### config.mk
export PLATFORM = sky130hd
export DESIGN_NAME = pvc_regs
export DESIGN_NICKNAME = d
export VERILOG_FILES = /design/src/shared/pvc_pkg.sv /design/src/hw/pvc_regs.sv /design/src/hw/pvc_sync.sv
export VERILOG_INCLUDE_DIRS = /design/src /design/src/shared
export SDC_FILE = /design/constraint.sdc
export NUM_CORES = 1
export LEC_CHECK = 0
export BUFFER_PORTS_ARGS = -buffer_cell sky130_fd_sc_hd__buf_4
export CAP_MARGIN = 20
export CORE_MARGIN = 2
export CORE_UTILIZATION = 48
export CTS_BUF_LIST = sky130_fd_sc_hd__clkbuf_16
export DETAILED_ROUTE_END_ITERATION = 6
export GPL_TIMING_DRIVEN = 0
export PLACE_DENSITY_LB_ADDON = 0.15
export SLEW_MARGIN = 10
export SYNTH_ARGS = -nofsm -noshare
export SYNTH_HDL_FRONTEND = slang
export SYNTH_SLANG_ARGS = --single-unit
### constraint.sdc
create_clock -name clk -period 2.6 [get_ports clk]
set_clock_uncertainty 0.1 [all_clocks]
set_input_delay 0.52 -clock clk [delete_from_list [all_inputs] [get_ports clk]]
set_output_delay 0.52 -clock clk [all_outputs]
set_load 0.05 [all_outputs]
### src/shared/pvc_map.svh
// Purpose: register map, field positions, reset values and timing counts
// Assumes: 16-bit management registers at their printed offsets
// Notes:   definitions only
`ifndef PVC_MAP_SVH
`define PVC_MAP_SVH

// ****************************************************************
// offsets
// ****************************************************************
`define PVC_ADDR_W        5
`define PVC_OFF_CFG       5'h10
`define PVC_OFF_STAT      5'h11

// ****************************************************************
// configuration register fields
// ****************************************************************
`define PVC_CFG_RMII      8
`define PVC_CFG_FLINK     7
`define PVC_CFG_SPLED     6
`define PVC_CFG_COLLED    5
`define PVC_CFG_RPD       4
`define PVC_CFG_SMR       3
`define PVC_CFG_PRE       2
`define PVC_CFG_SLEEP     1
`define PVC_CFG_LOOP      0

// ****************************************************************
// status register fields
// ****************************************************************
`define PVC_ST_RES_LSB    12
`define PVC_ST_RES_MSB    15

// ****************************************************************
// reset values
// ****************************************************************
`define PVC_RST_FLINK     1'h0
`define PVC_RST_SPLED     1'h0
`define PVC_RST_COLLED    1'h0
`define PVC_RST_RPD       1'h1
`define PVC_RST_PRE       1'h0
`define PVC_RST_SLEEP     1'h0
`define PVC_RST_LOOP      1'h0
`define PVC_RST_RES       4'hF

// ****************************************************************
// timing
// ****************************************************************
`define PVC_CLK_MHZ       25
`define PVC_SMR_NS        160
`define PVC_SMR_CYC       ((`PVC_SMR_NS * `PVC_CLK_MHZ + 999) / 1000)

`endif

### src/shared/pvc_pkg.sv
// Purpose: shared types of the vendor configuration/status block
// Assumes: constants live in pvc_map.svh
// Notes:   controller state codes; sleep is one bit from run and from reset
package pvc_pkg;

  // controller states, one bit apart along run -> sleep -> reset; reset -> run flips both bits
  typedef enum logic [1:0] {
    PVC_RUN   = 2'h0,
    PVC_SLEEP = 2'h1,
    PVC_SMR   = 2'h3
  } pvc_state_t;

  // index of a resolved mode in the four result bits
  typedef enum logic [1:0] {
    PVC_M10H  = 2'h0,
    PVC_M10F  = 2'h1,
    PVC_M100H = 2'h2,
    PVC_M100F = 2'h3
  } pvc_mode_t;

endpackage : pvc_pkg

### src/hw/pvc_regs.sv
// Purpose: vendor configuration and resolved-mode status registers of a PHY
// Assumes: 25 MHz clk, synchronous active-high reset held 3 or more edges
// Notes:   read data valid the cycle after the read strobe
//
// Function
// - at reset load the reduced-interface select from the strap pin level
// - force bit set reports good 100 Mbps link regardless of line
// - speed LED disable drives signal detect onto the speed LED output
// - collision select 0 shows duplex; 1 shows full duplex or collision
// - automatic power reduction only while enable bit is 1; resets to 1
// - writing 1 to state-machine reset resets every state machine
// - state-machine reset bit clears itself once the reset completes
// - preamble suppression bit is read/write, reset value 0
// - writing 1 to sleep powers down all but oscillator and clocks
// - clearing sleep restores prior configuration and resets state machines
// - remote loopout sends received data back out on transmit
// - on negotiation done set fast full-duplex bit for that mode
// - on negotiation done set fast half-duplex bit for that mode
// - on negotiation done set slow full-duplex bit for that mode
// - on negotiation done set slow half-duplex bit for that mode
`timescale 1ns/1ns
`include "pvc_map.svh"

module pvc_regs #(
  parameter int SMR_CYC   = `PVC_SMR_CYC,
  parameter int DATA_W    = 4
) (
  // clock and reset
  input  wire logic                   clk,
  input  wire logic                   sys_rst,
  // register port
  input  wire logic [`PVC_ADDR_W-1:0] reg_addr,
  input  wire logic [15:0]            reg_wdata,
  input  wire logic                   reg_wr,
  input  wire logic                   reg_rd,
  output logic      [15:0]            reg_rdata,
  // strap pin
  input  wire logic                   rmii_strap_pin,
  // negotiation results
  input  wire logic                   an_done,
  input  wire logic                   an_speed_100,
  input  wire logic                   an_full_duplex,
  // line status
  input  wire logic                   line_link_100,
  input  wire logic                   signal_detect,
  input  wire logic                   collision,
  input  wire logic                   cable_idle,
  // receive data for loopout
  input  wire logic [DATA_W-1:0]      rx_data,
  input  wire logic                   rx_valid,
  // controls out
  output logic                        reduced_mii_select,
  output logic                        link_good_100,
  output logic                        speed_indicator_out,
  output logic                        duplex_collision_indicator_out,
  output logic                        power_reduce_active,
  output logic                        mgmt_preamble_suppress,
  output logic                        sleep_power_down,
  output logic                        state_machine_reset,
  // loopout transmit
  output logic      [DATA_W-1:0]      loop_tx_data,
  output logic                        loop_tx_valid
);

  // ****************************************************************
  // decode helpers
  // ****************************************************************
  function automatic logic hit(input logic [`PVC_ADDR_W-1:0] a,
                               input logic [`PVC_ADDR_W-1:0] off);
    hit = (a == off);
  endfunction : hit

  logic strap_sync;
  logic wr_cfg;
  logic rd_cfg;
  logic rd_stat;

  // strap crosses into clk
  pvc_sync u_strap (
    .clk   (clk),
    .d_in  (rmii_strap_pin),
    .q_out (strap_sync)
  );

  // strobes qualified by address
  assign wr_cfg  = reg_wr & hit(reg_addr, `PVC_OFF_CFG);
  assign rd_cfg  = reg_rd & hit(reg_addr, `PVC_OFF_CFG);
  assign rd_stat = reg_rd & hit(reg_addr, `PVC_OFF_STAT);

  // ****************************************************************
  // configuration bits
  // ****************************************************************
  logic rmii_r;
  logic flink_r;
  logic spled_r;
  logic colled_r;
  logic rpd_r;
  logic pre_r;
  logic loop_r;
  pvc_pkg::pvc_state_t state_r; // read by the write gates below

  // strap sampled while reset is held; frozen while asleep
  always_ff @(posedge clk) begin
    if (sys_rst) begin
      rmii_r <= strap_sync;
    end else if (wr_cfg && state_r != pvc_pkg::PVC_SLEEP) begin
      rmii_r <= reg_wdata[`PVC_CFG_RMII];
    end
  end

  // plain read/write controls; frozen while asleep so they survive
  always_ff @(posedge clk) begin
    if (sys_rst) begin
      flink_r  <= `PVC_RST_FLINK;
      spled_r  <= `PVC_RST_SPLED;
      colled_r <= `PVC_RST_COLLED;
      rpd_r    <= `PVC_RST_RPD;
      pre_r    <= `PVC_RST_PRE;
      loop_r   <= `PVC_RST_LOOP;
    end else if (wr_cfg && state_r != pvc_pkg::PVC_SLEEP) begin
      flink_r  <= reg_wdata[`PVC_CFG_FLINK];
      spled_r  <= reg_wdata[`PVC_CFG_SPLED];
      colled_r <= reg_wdata[`PVC_CFG_COLLED];
      rpd_r    <= reg_wdata[`PVC_CFG_RPD];
      pre_r    <= reg_wdata[`PVC_CFG_PRE];
      loop_r   <= reg_wdata[`PVC_CFG_LOOP];
    end
  end

  // ****************************************************************
  // sleep and state-machine reset controller
  // ****************************************************************
  pvc_pkg::pvc_state_t state_nxt;
  logic [7:0]          cnt_r;
  logic [7:0]          cnt_nxt;
  logic                wr_smr;
  logic                wr_sleep;
  logic                cnt_done;

  assign wr_smr   = wr_cfg & reg_wdata[`PVC_CFG_SMR];
  assign wr_sleep = wr_cfg & reg_wdata[`PVC_CFG_SLEEP];
  assign cnt_done = (cnt_r == 8'(SMR_CYC - 1));

  // next state and reset counter
  always_comb begin
    state_nxt = state_r;
    cnt_nxt   = cnt_r;
    case (state_r)
      pvc_pkg::PVC_RUN: begin
        if (wr_sleep) begin
          state_nxt = pvc_pkg::PVC_SLEEP;
        end else if (wr_smr) begin
          state_nxt = pvc_pkg::PVC_SMR;
          cnt_nxt   = 8'h00;
        end
      end
      pvc_pkg::PVC_SLEEP: begin
        if (wr_cfg && !wr_sleep) begin
          state_nxt = pvc_pkg::PVC_SMR;
          cnt_nxt   = 8'h00;
        end
      end
      pvc_pkg::PVC_SMR: begin
        if (wr_sleep) begin
          state_nxt = pvc_pkg::PVC_SLEEP;
        end else if (wr_smr) begin
          cnt_nxt = 8'h00; // a new request restarts the reset
        end else if (cnt_done) begin
          state_nxt = pvc_pkg::PVC_RUN;
        end else begin
          cnt_nxt = cnt_r + 8'h01;
        end
      end
      default: begin
        state_nxt = pvc_pkg::PVC_RUN;
        cnt_nxt   = 8'h00;
      end
    endcase
  end

  // controller state
  always_ff @(posedge clk) begin
    if (sys_rst) begin
      state_r <= pvc_pkg::PVC_RUN;
      cnt_r   <= 8'h00;
    end else begin
      state_r <= state_nxt;
      cnt_r   <= cnt_nxt;
    end
  end

  // ****************************************************************
  // resolved-mode result bits
  // ****************************************************************
  logic [3:0]        res_r;
  logic [3:0]        res_nxt;
  pvc_pkg::pvc_mode_t mode;

  assign mode = pvc_pkg::pvc_mode_t'({an_speed_100, an_full_duplex});

  // one-hot decode of the resolved mode
  generate
    for (genvar i = 0; i < 4; i++) begin : g_res
      assign res_nxt[i] = (mode == pvc_pkg::pvc_mode_t'(i));
    end
  endgenerate

  // captured on completion, held otherwise
  always_ff @(posedge clk) begin
    if (sys_rst) begin
      res_r <= `PVC_RST_RES;
    end else if (an_done) begin
      res_r <= res_nxt;
    end
  end

  // ****************************************************************
  // read port
  // ****************************************************************
  logic [15:0] cfg_view;
  logic [15:0] stat_view;

  // register images; uncovered bits read zero
  always_comb begin
    cfg_view = 16'h0000;
    cfg_view[`PVC_CFG_RMII]   = rmii_r;
    cfg_view[`PVC_CFG_FLINK]  = flink_r;
    cfg_view[`PVC_CFG_SPLED]  = spled_r;
    cfg_view[`PVC_CFG_COLLED] = colled_r;
    cfg_view[`PVC_CFG_RPD]    = rpd_r;
    cfg_view[`PVC_CFG_SMR]    = (state_r == pvc_pkg::PVC_SMR);
    cfg_view[`PVC_CFG_PRE]    = pre_r;
    cfg_view[`PVC_CFG_SLEEP]  = (state_r == pvc_pkg::PVC_SLEEP);
    cfg_view[`PVC_CFG_LOOP]   = loop_r;
    stat_view = 16'h0000;
    stat_view[`PVC_ST_RES_MSB:`PVC_ST_RES_LSB] = res_r;
  end

  // read data one cycle after the strobe, zero otherwise
  always_ff @(posedge clk) begin
    if (sys_rst) begin
      reg_rdata <= 16'h0000;
    end else if (rd_cfg) begin
      reg_rdata <= cfg_view;
    end else if (rd_stat) begin
      reg_rdata <= stat_view;
    end else begin
      reg_rdata <= 16'h0000;
    end
  end

  // ****************************************************************
  // control outputs
  // ****************************************************************
  logic asleep;

  assign asleep = (state_r == pvc_pkg::PVC_SLEEP);

  // steering of link, LEDs and power
  always_ff @(posedge clk) begin
    if (sys_rst) begin
      reduced_mii_select             <= 1'h0;
      link_good_100                  <= 1'h0;
      speed_indicator_out            <= 1'h0;
      duplex_collision_indicator_out <= 1'h0;
      power_reduce_active            <= 1'h0;
      mgmt_preamble_suppress         <= 1'h0;
      sleep_power_down               <= 1'h0;
      state_machine_reset            <= 1'h0;
    end else begin
      reduced_mii_select             <= rmii_r;
      link_good_100                  <= flink_r | line_link_100;
      speed_indicator_out            <= spled_r ? signal_detect : an_speed_100;
      duplex_collision_indicator_out <= colled_r ? (an_full_duplex | collision)
                                                 : an_full_duplex;
      power_reduce_active            <= rpd_r & cable_idle & ~asleep;
      mgmt_preamble_suppress         <= pre_r;
      sleep_power_down               <= (state_nxt == pvc_pkg::PVC_SLEEP);
      state_machine_reset            <= (state_nxt == pvc_pkg::PVC_SMR);
    end
  end

  // loopout of received data onto transmit
  always_ff @(posedge clk) begin
    if (sys_rst) begin
      loop_tx_data  <= '0;
      loop_tx_valid <= 1'h0;
    end else begin
      loop_tx_data  <= (loop_r && !asleep) ? rx_data : '0;
      loop_tx_valid <= loop_r & rx_valid & ~asleep;
    end
  end

  // ****************************************************************
  // assertions
  // ****************************************************************
  a_force_link: assert property (
    @(posedge clk) disable iff (sys_rst) flink_r |=> link_good_100)
    else $error("forced link not reported");

  a_speed_led_mux: assert property (
    @(posedge clk) disable iff (sys_rst)
    spled_r |=> (speed_indicator_out == $past(signal_detect)))
    else $error("speed led not showing signal detect");

  a_dup_led_mux: assert property (
    @(posedge clk) disable iff (sys_rst)
    !colled_r |=> (duplex_collision_indicator_out == $past(an_full_duplex)))
    else $error("duplex led not showing duplex only");

  a_power_gate: assert property (
    @(posedge clk) disable iff (sys_rst) !rpd_r |=> !power_reduce_active)
    else $error("power reduction while disabled");

  a_smr_start: assert property (
    @(posedge clk) disable iff (sys_rst)
    (state_r == pvc_pkg::PVC_RUN && wr_smr && !wr_sleep) |=> state_machine_reset)
    else $error("state machine reset not started");

  logic [7:0] smr_age_r;
  // cycles the reset output has stood since the last config write
  always_ff @(posedge clk) begin
    if (sys_rst || wr_cfg || !state_machine_reset) begin
      smr_age_r <= 8'h00;
    end else begin
      smr_age_r <= smr_age_r + 8'h01;
    end
  end

  a_smr_clears: assert property (
    @(posedge clk) disable iff (sys_rst) smr_age_r <= 8'(SMR_CYC))
    else $error("state machine reset never completes");

  a_sleep_enter: assert property (
    @(posedge clk) disable iff (sys_rst) wr_sleep |=> sleep_power_down)
    else $error("sleep not entered");

  a_wake_reset: assert property (
    @(posedge clk) disable iff (sys_rst)
    (asleep && wr_cfg && !wr_sleep) |=> (state_machine_reset && !sleep_power_down))
    else $error("wake did not reset state machines");

  a_wake_keeps: assert property (
    @(posedge clk) disable iff (sys_rst)
    asleep |=> ($stable(loop_r) && $stable(rpd_r) && $stable(flink_r) && $stable(rmii_r)))
    else $error("configuration changed during sleep");

  a_loop_data: assert property (
    @(posedge clk) disable iff (sys_rst)
    (loop_r && !asleep) |=> (loop_tx_data == $past(rx_data)))
    else $error("loopout data mismatch");

  a_res_onehot: assert property (
    @(posedge clk) disable iff (sys_rst)
    an_done |=> ($onehot(res_r) && res_r[$past(mode)]))
    else $error("result bits not one-hot for resolved mode");

  a_pre_reads: assert property (
    @(posedge clk) disable iff (sys_rst)
    rd_cfg |=> (reg_rdata[`PVC_CFG_PRE] == mgmt_preamble_suppress))
    else $error("preamble bit readback mismatch");

endmodule : pvc_regs

### src/hw/pvc_sync.sv
// Purpose: two flip-flop synchroniser for one level from a pin
// Assumes: input is asynchronous to clk
// Notes:   first stage is read only by the second stage
`timescale 1ns/1ns

module pvc_sync (
  // clock
  input  wire logic clk,
  // level
  input  wire logic d_in,
  output logic      q_out
);

  logic meta_r;

  // two-stage capture
  always_ff @(posedge clk) begin
    meta_r <= d_in;
    q_out  <= meta_r;
  end

endmodule : pvc_sync

==> results.sh <==
export IMPL_die_width_um=65.9
export IMPL_crit_arrival_ps=2120
export IMPL_finalWorstPathRequiredPeriod_ps=2040
export IMPL_final_cell_mix="59 x buf_4, 48 x dfxtp_1, 23 x nand2_1, 16 x a21oi_1, 11 x nand3_1"
export IMPL_place_hpwl_mm=2.83
export IMPL_top_layer_used="met4"
export IMPL_post_place_cells=294
export IMPL_dr_first_iter_drc_count=70
export IMPL_routed_wl_met2_mm=1.83
export IMPL_hold_viol_final=0
export IMPL_core_um2=3660
export IMPL_drc=0
export IMPL_ios=67
export IMPL_ys_seq_elements=49
export IMPL_p_per_area_nw_per_um2=610
export IMPL_fin_util_pct=67.4
export IMPL_hp_class="flop to flop"
export IMPL_crit_path_end_kind="flop"
export IMPL_rsz0062_at_grt="false"
export IMPL_synth_avg_cell_area_um2=9.77
export IMPL_worst_pin_slew_ps=569
export IMPL_grt_max_degree=16
export IMPL_critPathLaunchType="flop"
export IMPL_cts_hold_buf=0
export IMPL_ys_flop_type="dfxtp_1"
export IMPL_drt_met1_wl_mm=1.70
export IMPL_fmax_mhz=491
export IMPL_vias=1551
export IMPL_final_area_um2=2470
export IMPL_clock_latency_ps=290
export IMPL_outcome="finished, final reports clean"
export IMPL_post_dp_cell_area_um2=2320
export IMPL_clock_root_buffer="clkbuf_16"
export IMPL_fin_tns_setup_ps=0
export IMPL_slew_violations=0
export IMPL_clock_sinks=49
export IMPL_irDropWorstVdd_uv=366
export IMPL_cts_max_level=2
export IMPL_initial_core_util_pct=50.2
export IMPL_setup_violations=0
export IMPL_tritoncts="yes"
export IMPL_layout_commonest_cell="buf_4"
export IMPL_multiInputGateArea_um2=773
export IMPL_crit_buf_inv=0
export IMPL_wl_mm=3.85
export IMPL_antennaDiodeCount=0
export IMPL_cts_buffer_depth=2
export IMPL_finalNonFillerCells=302
export IMPL_ys_seq_area_share_pct=54.0
export IMPL_final_nets=292
export IMPL_yosys_warnings=0
export IMPL_wl_met3_um=261
export IMPL_synth_cell_types=46
export IMPL_overflow=0
export IMPL_postCtsSetupBuffers=0
export IMPL_synth_edf_count=1
export IMPL_via_per_inst=5.14
export IMPL_die_h_um=65.9
export IMPL_critical_path_peak_fanout=8
export IMPL_port_buffers=56
export IMPL_leakagePower_nw=1.06
export IMPL_cp_top_family="compound AO/OA/AOI/OAI gates"
export IMPL_synth_area_um2=1840
export IMPL_max_slew_margin_pct=61.8
export IMPL_synth_async_reset_ratio_pct=0
export IMPL_cts_repair_resized=0
export IMPL_min_period_over_period_pct=78.4
export IMPL_wire_per_inst_um=12.7
export IMPL_path_cells="ha_1 > nor4b_2 > and2_2 > o21ai_2 > a221o_4 > o311ai_1"
export IMPL_fillers=318
export IMPL_register_area_um2=991
export IMPL_grt_use_total_pct=18.8
export IMPL_critPathMaxStageDelay_ps=410
export IMPL_die_area_um2=4340
export IMPL_drive_gt1_share_pct=31.1
export IMPL_path_clk_slew_ps=60
export IMPL_antenna_found_initial=0
export IMPL_grt_pass1_wl_mm=6.14
export IMPL_drv_cap=0
export IMPL_syn_to_final_growth_pct=34.3
export IMPL_crit_type="flop to flop"
export IMPL_cts_buffers=5
export IMPL_ant_nets=0
export IMPL_cp_required_ps=2680
export IMPL_critPathSlowestCell="a221o_4"
export IMPL_grt_pass1_vias=1361
export IMPL_rows=22
export IMPL_synthCells=188
export IMPL_detail_route_first_pass_iterations=4
export IMPL_place_congestion=0.811
cells by family (layout without fill, tap and decap cells):
kind of cell | count (synthesis) | in the layout | synth area share [%]
AOI/OAI and AO/OA | 37 | 37 | 14.4
and+or+nand+nor | 80 | 80 | 24.2
buffers and inverters | 16 | 80 | 4.36
DFF | 49 | 49 | 54.0
adders and majority gates | 2 | 2 | 1.23
muxes | 3 | 3 | 1.70
other | 1 | 3 | 0.204
routing by layer:
metal / vias up / track usage, %
li1: 789 / -
met1: 706 / 23.5
met2: 50 / 30.1
met3: 6 / 5.11
met4: 0 / 8.33
met5: - / 0
state kept, by name, summed over array words and instances, names as in the netlist, 2 cells and up:
| signal | cells |
|---|---|
| cnt_r | 8 |
| reg_rdata | 13 |
| loop_tx_data | 4 |
| state_r | 2 |
| res_r | 4 |
report_power, final:
| group | internal, mW | total (mW) | switching (mW) | leakage (nW) |
|---|---|---|---|---|
| registers | 0.767 | 0.771 | 0.00417 | 0.400 |
| clock network | 0.353 | 0.617 | 0.264 | 0.0712 |
| logic | 0.0514 | 0.116 | 0.0649 | 0.585 |
final timing paths:
path,from,endpoint,slack (ps),depth (start not counted)
max,cnt_r[0],cnt_r[3],560,6
min,u_strap.meta_r,u_strap.q_out,230,0
max reg2reg,cnt_r[0],cnt_r[3],560,6
min reg2reg,u_strap.meta_r,u_strap.q_out,230,0
synthesized netlist by cell type, types with 3 or more instances:
| cell | count | share of area (%) |
|---|---|---|
| and2_1 | 10 | 3.4 |
| dfxtp_1 | 48 | 52 |
| nand2_1 | 23 | 4.7 |
| nor3_1 | 3 | 0.82 |
| o21ai_0 | 4 | 1.1 |
| nor2b_1 | 3 | 1.0 |
| and3_1 | 6 | 2.0 |
| nor2_1 | 6 | 1.2 |
| a21oi_1 | 16 | 4.4 |
| inv_1 | 7 | 1.4 |
| nand3_1 | 11 | 3.0 |
| buf_4 | 3 | 1.2 |
| clkbuf_1 | 3 | 0.61 |
| a311oi_1 | 3 | 1.4 |
through the flow:
stage	hold slack (ps)	setup WS, ps	power, mW
floorplan	210	685	0.848
global placement	210	346	0.904
detailed placement	215	378	0.905
CTS	230	552	1.51
global route	230	444	1.55
finish	228	562	1.50
worst reg2reg max path: cells and delay by family, from the launching register on:
family | cells | cell delay (ps)
AOI/OAI and AO/OA | 3 | 740
and+or+nand+nor | 2 | 500
adders and majority gates | 1 | 220
DFF | 1 | 370
final cells by class:
class,count,share of cell area (%)
sequential,49,40.2
multi-input combinational,125,31.3
timing repair buffer,56,17.0
clock buffer,5,5.07
tap,48,2.43
buffer,9,2.18
inverter,7,1.06
clock inverter,3,0.710
No activity file was read; power rests on OpenSTA's default activity.
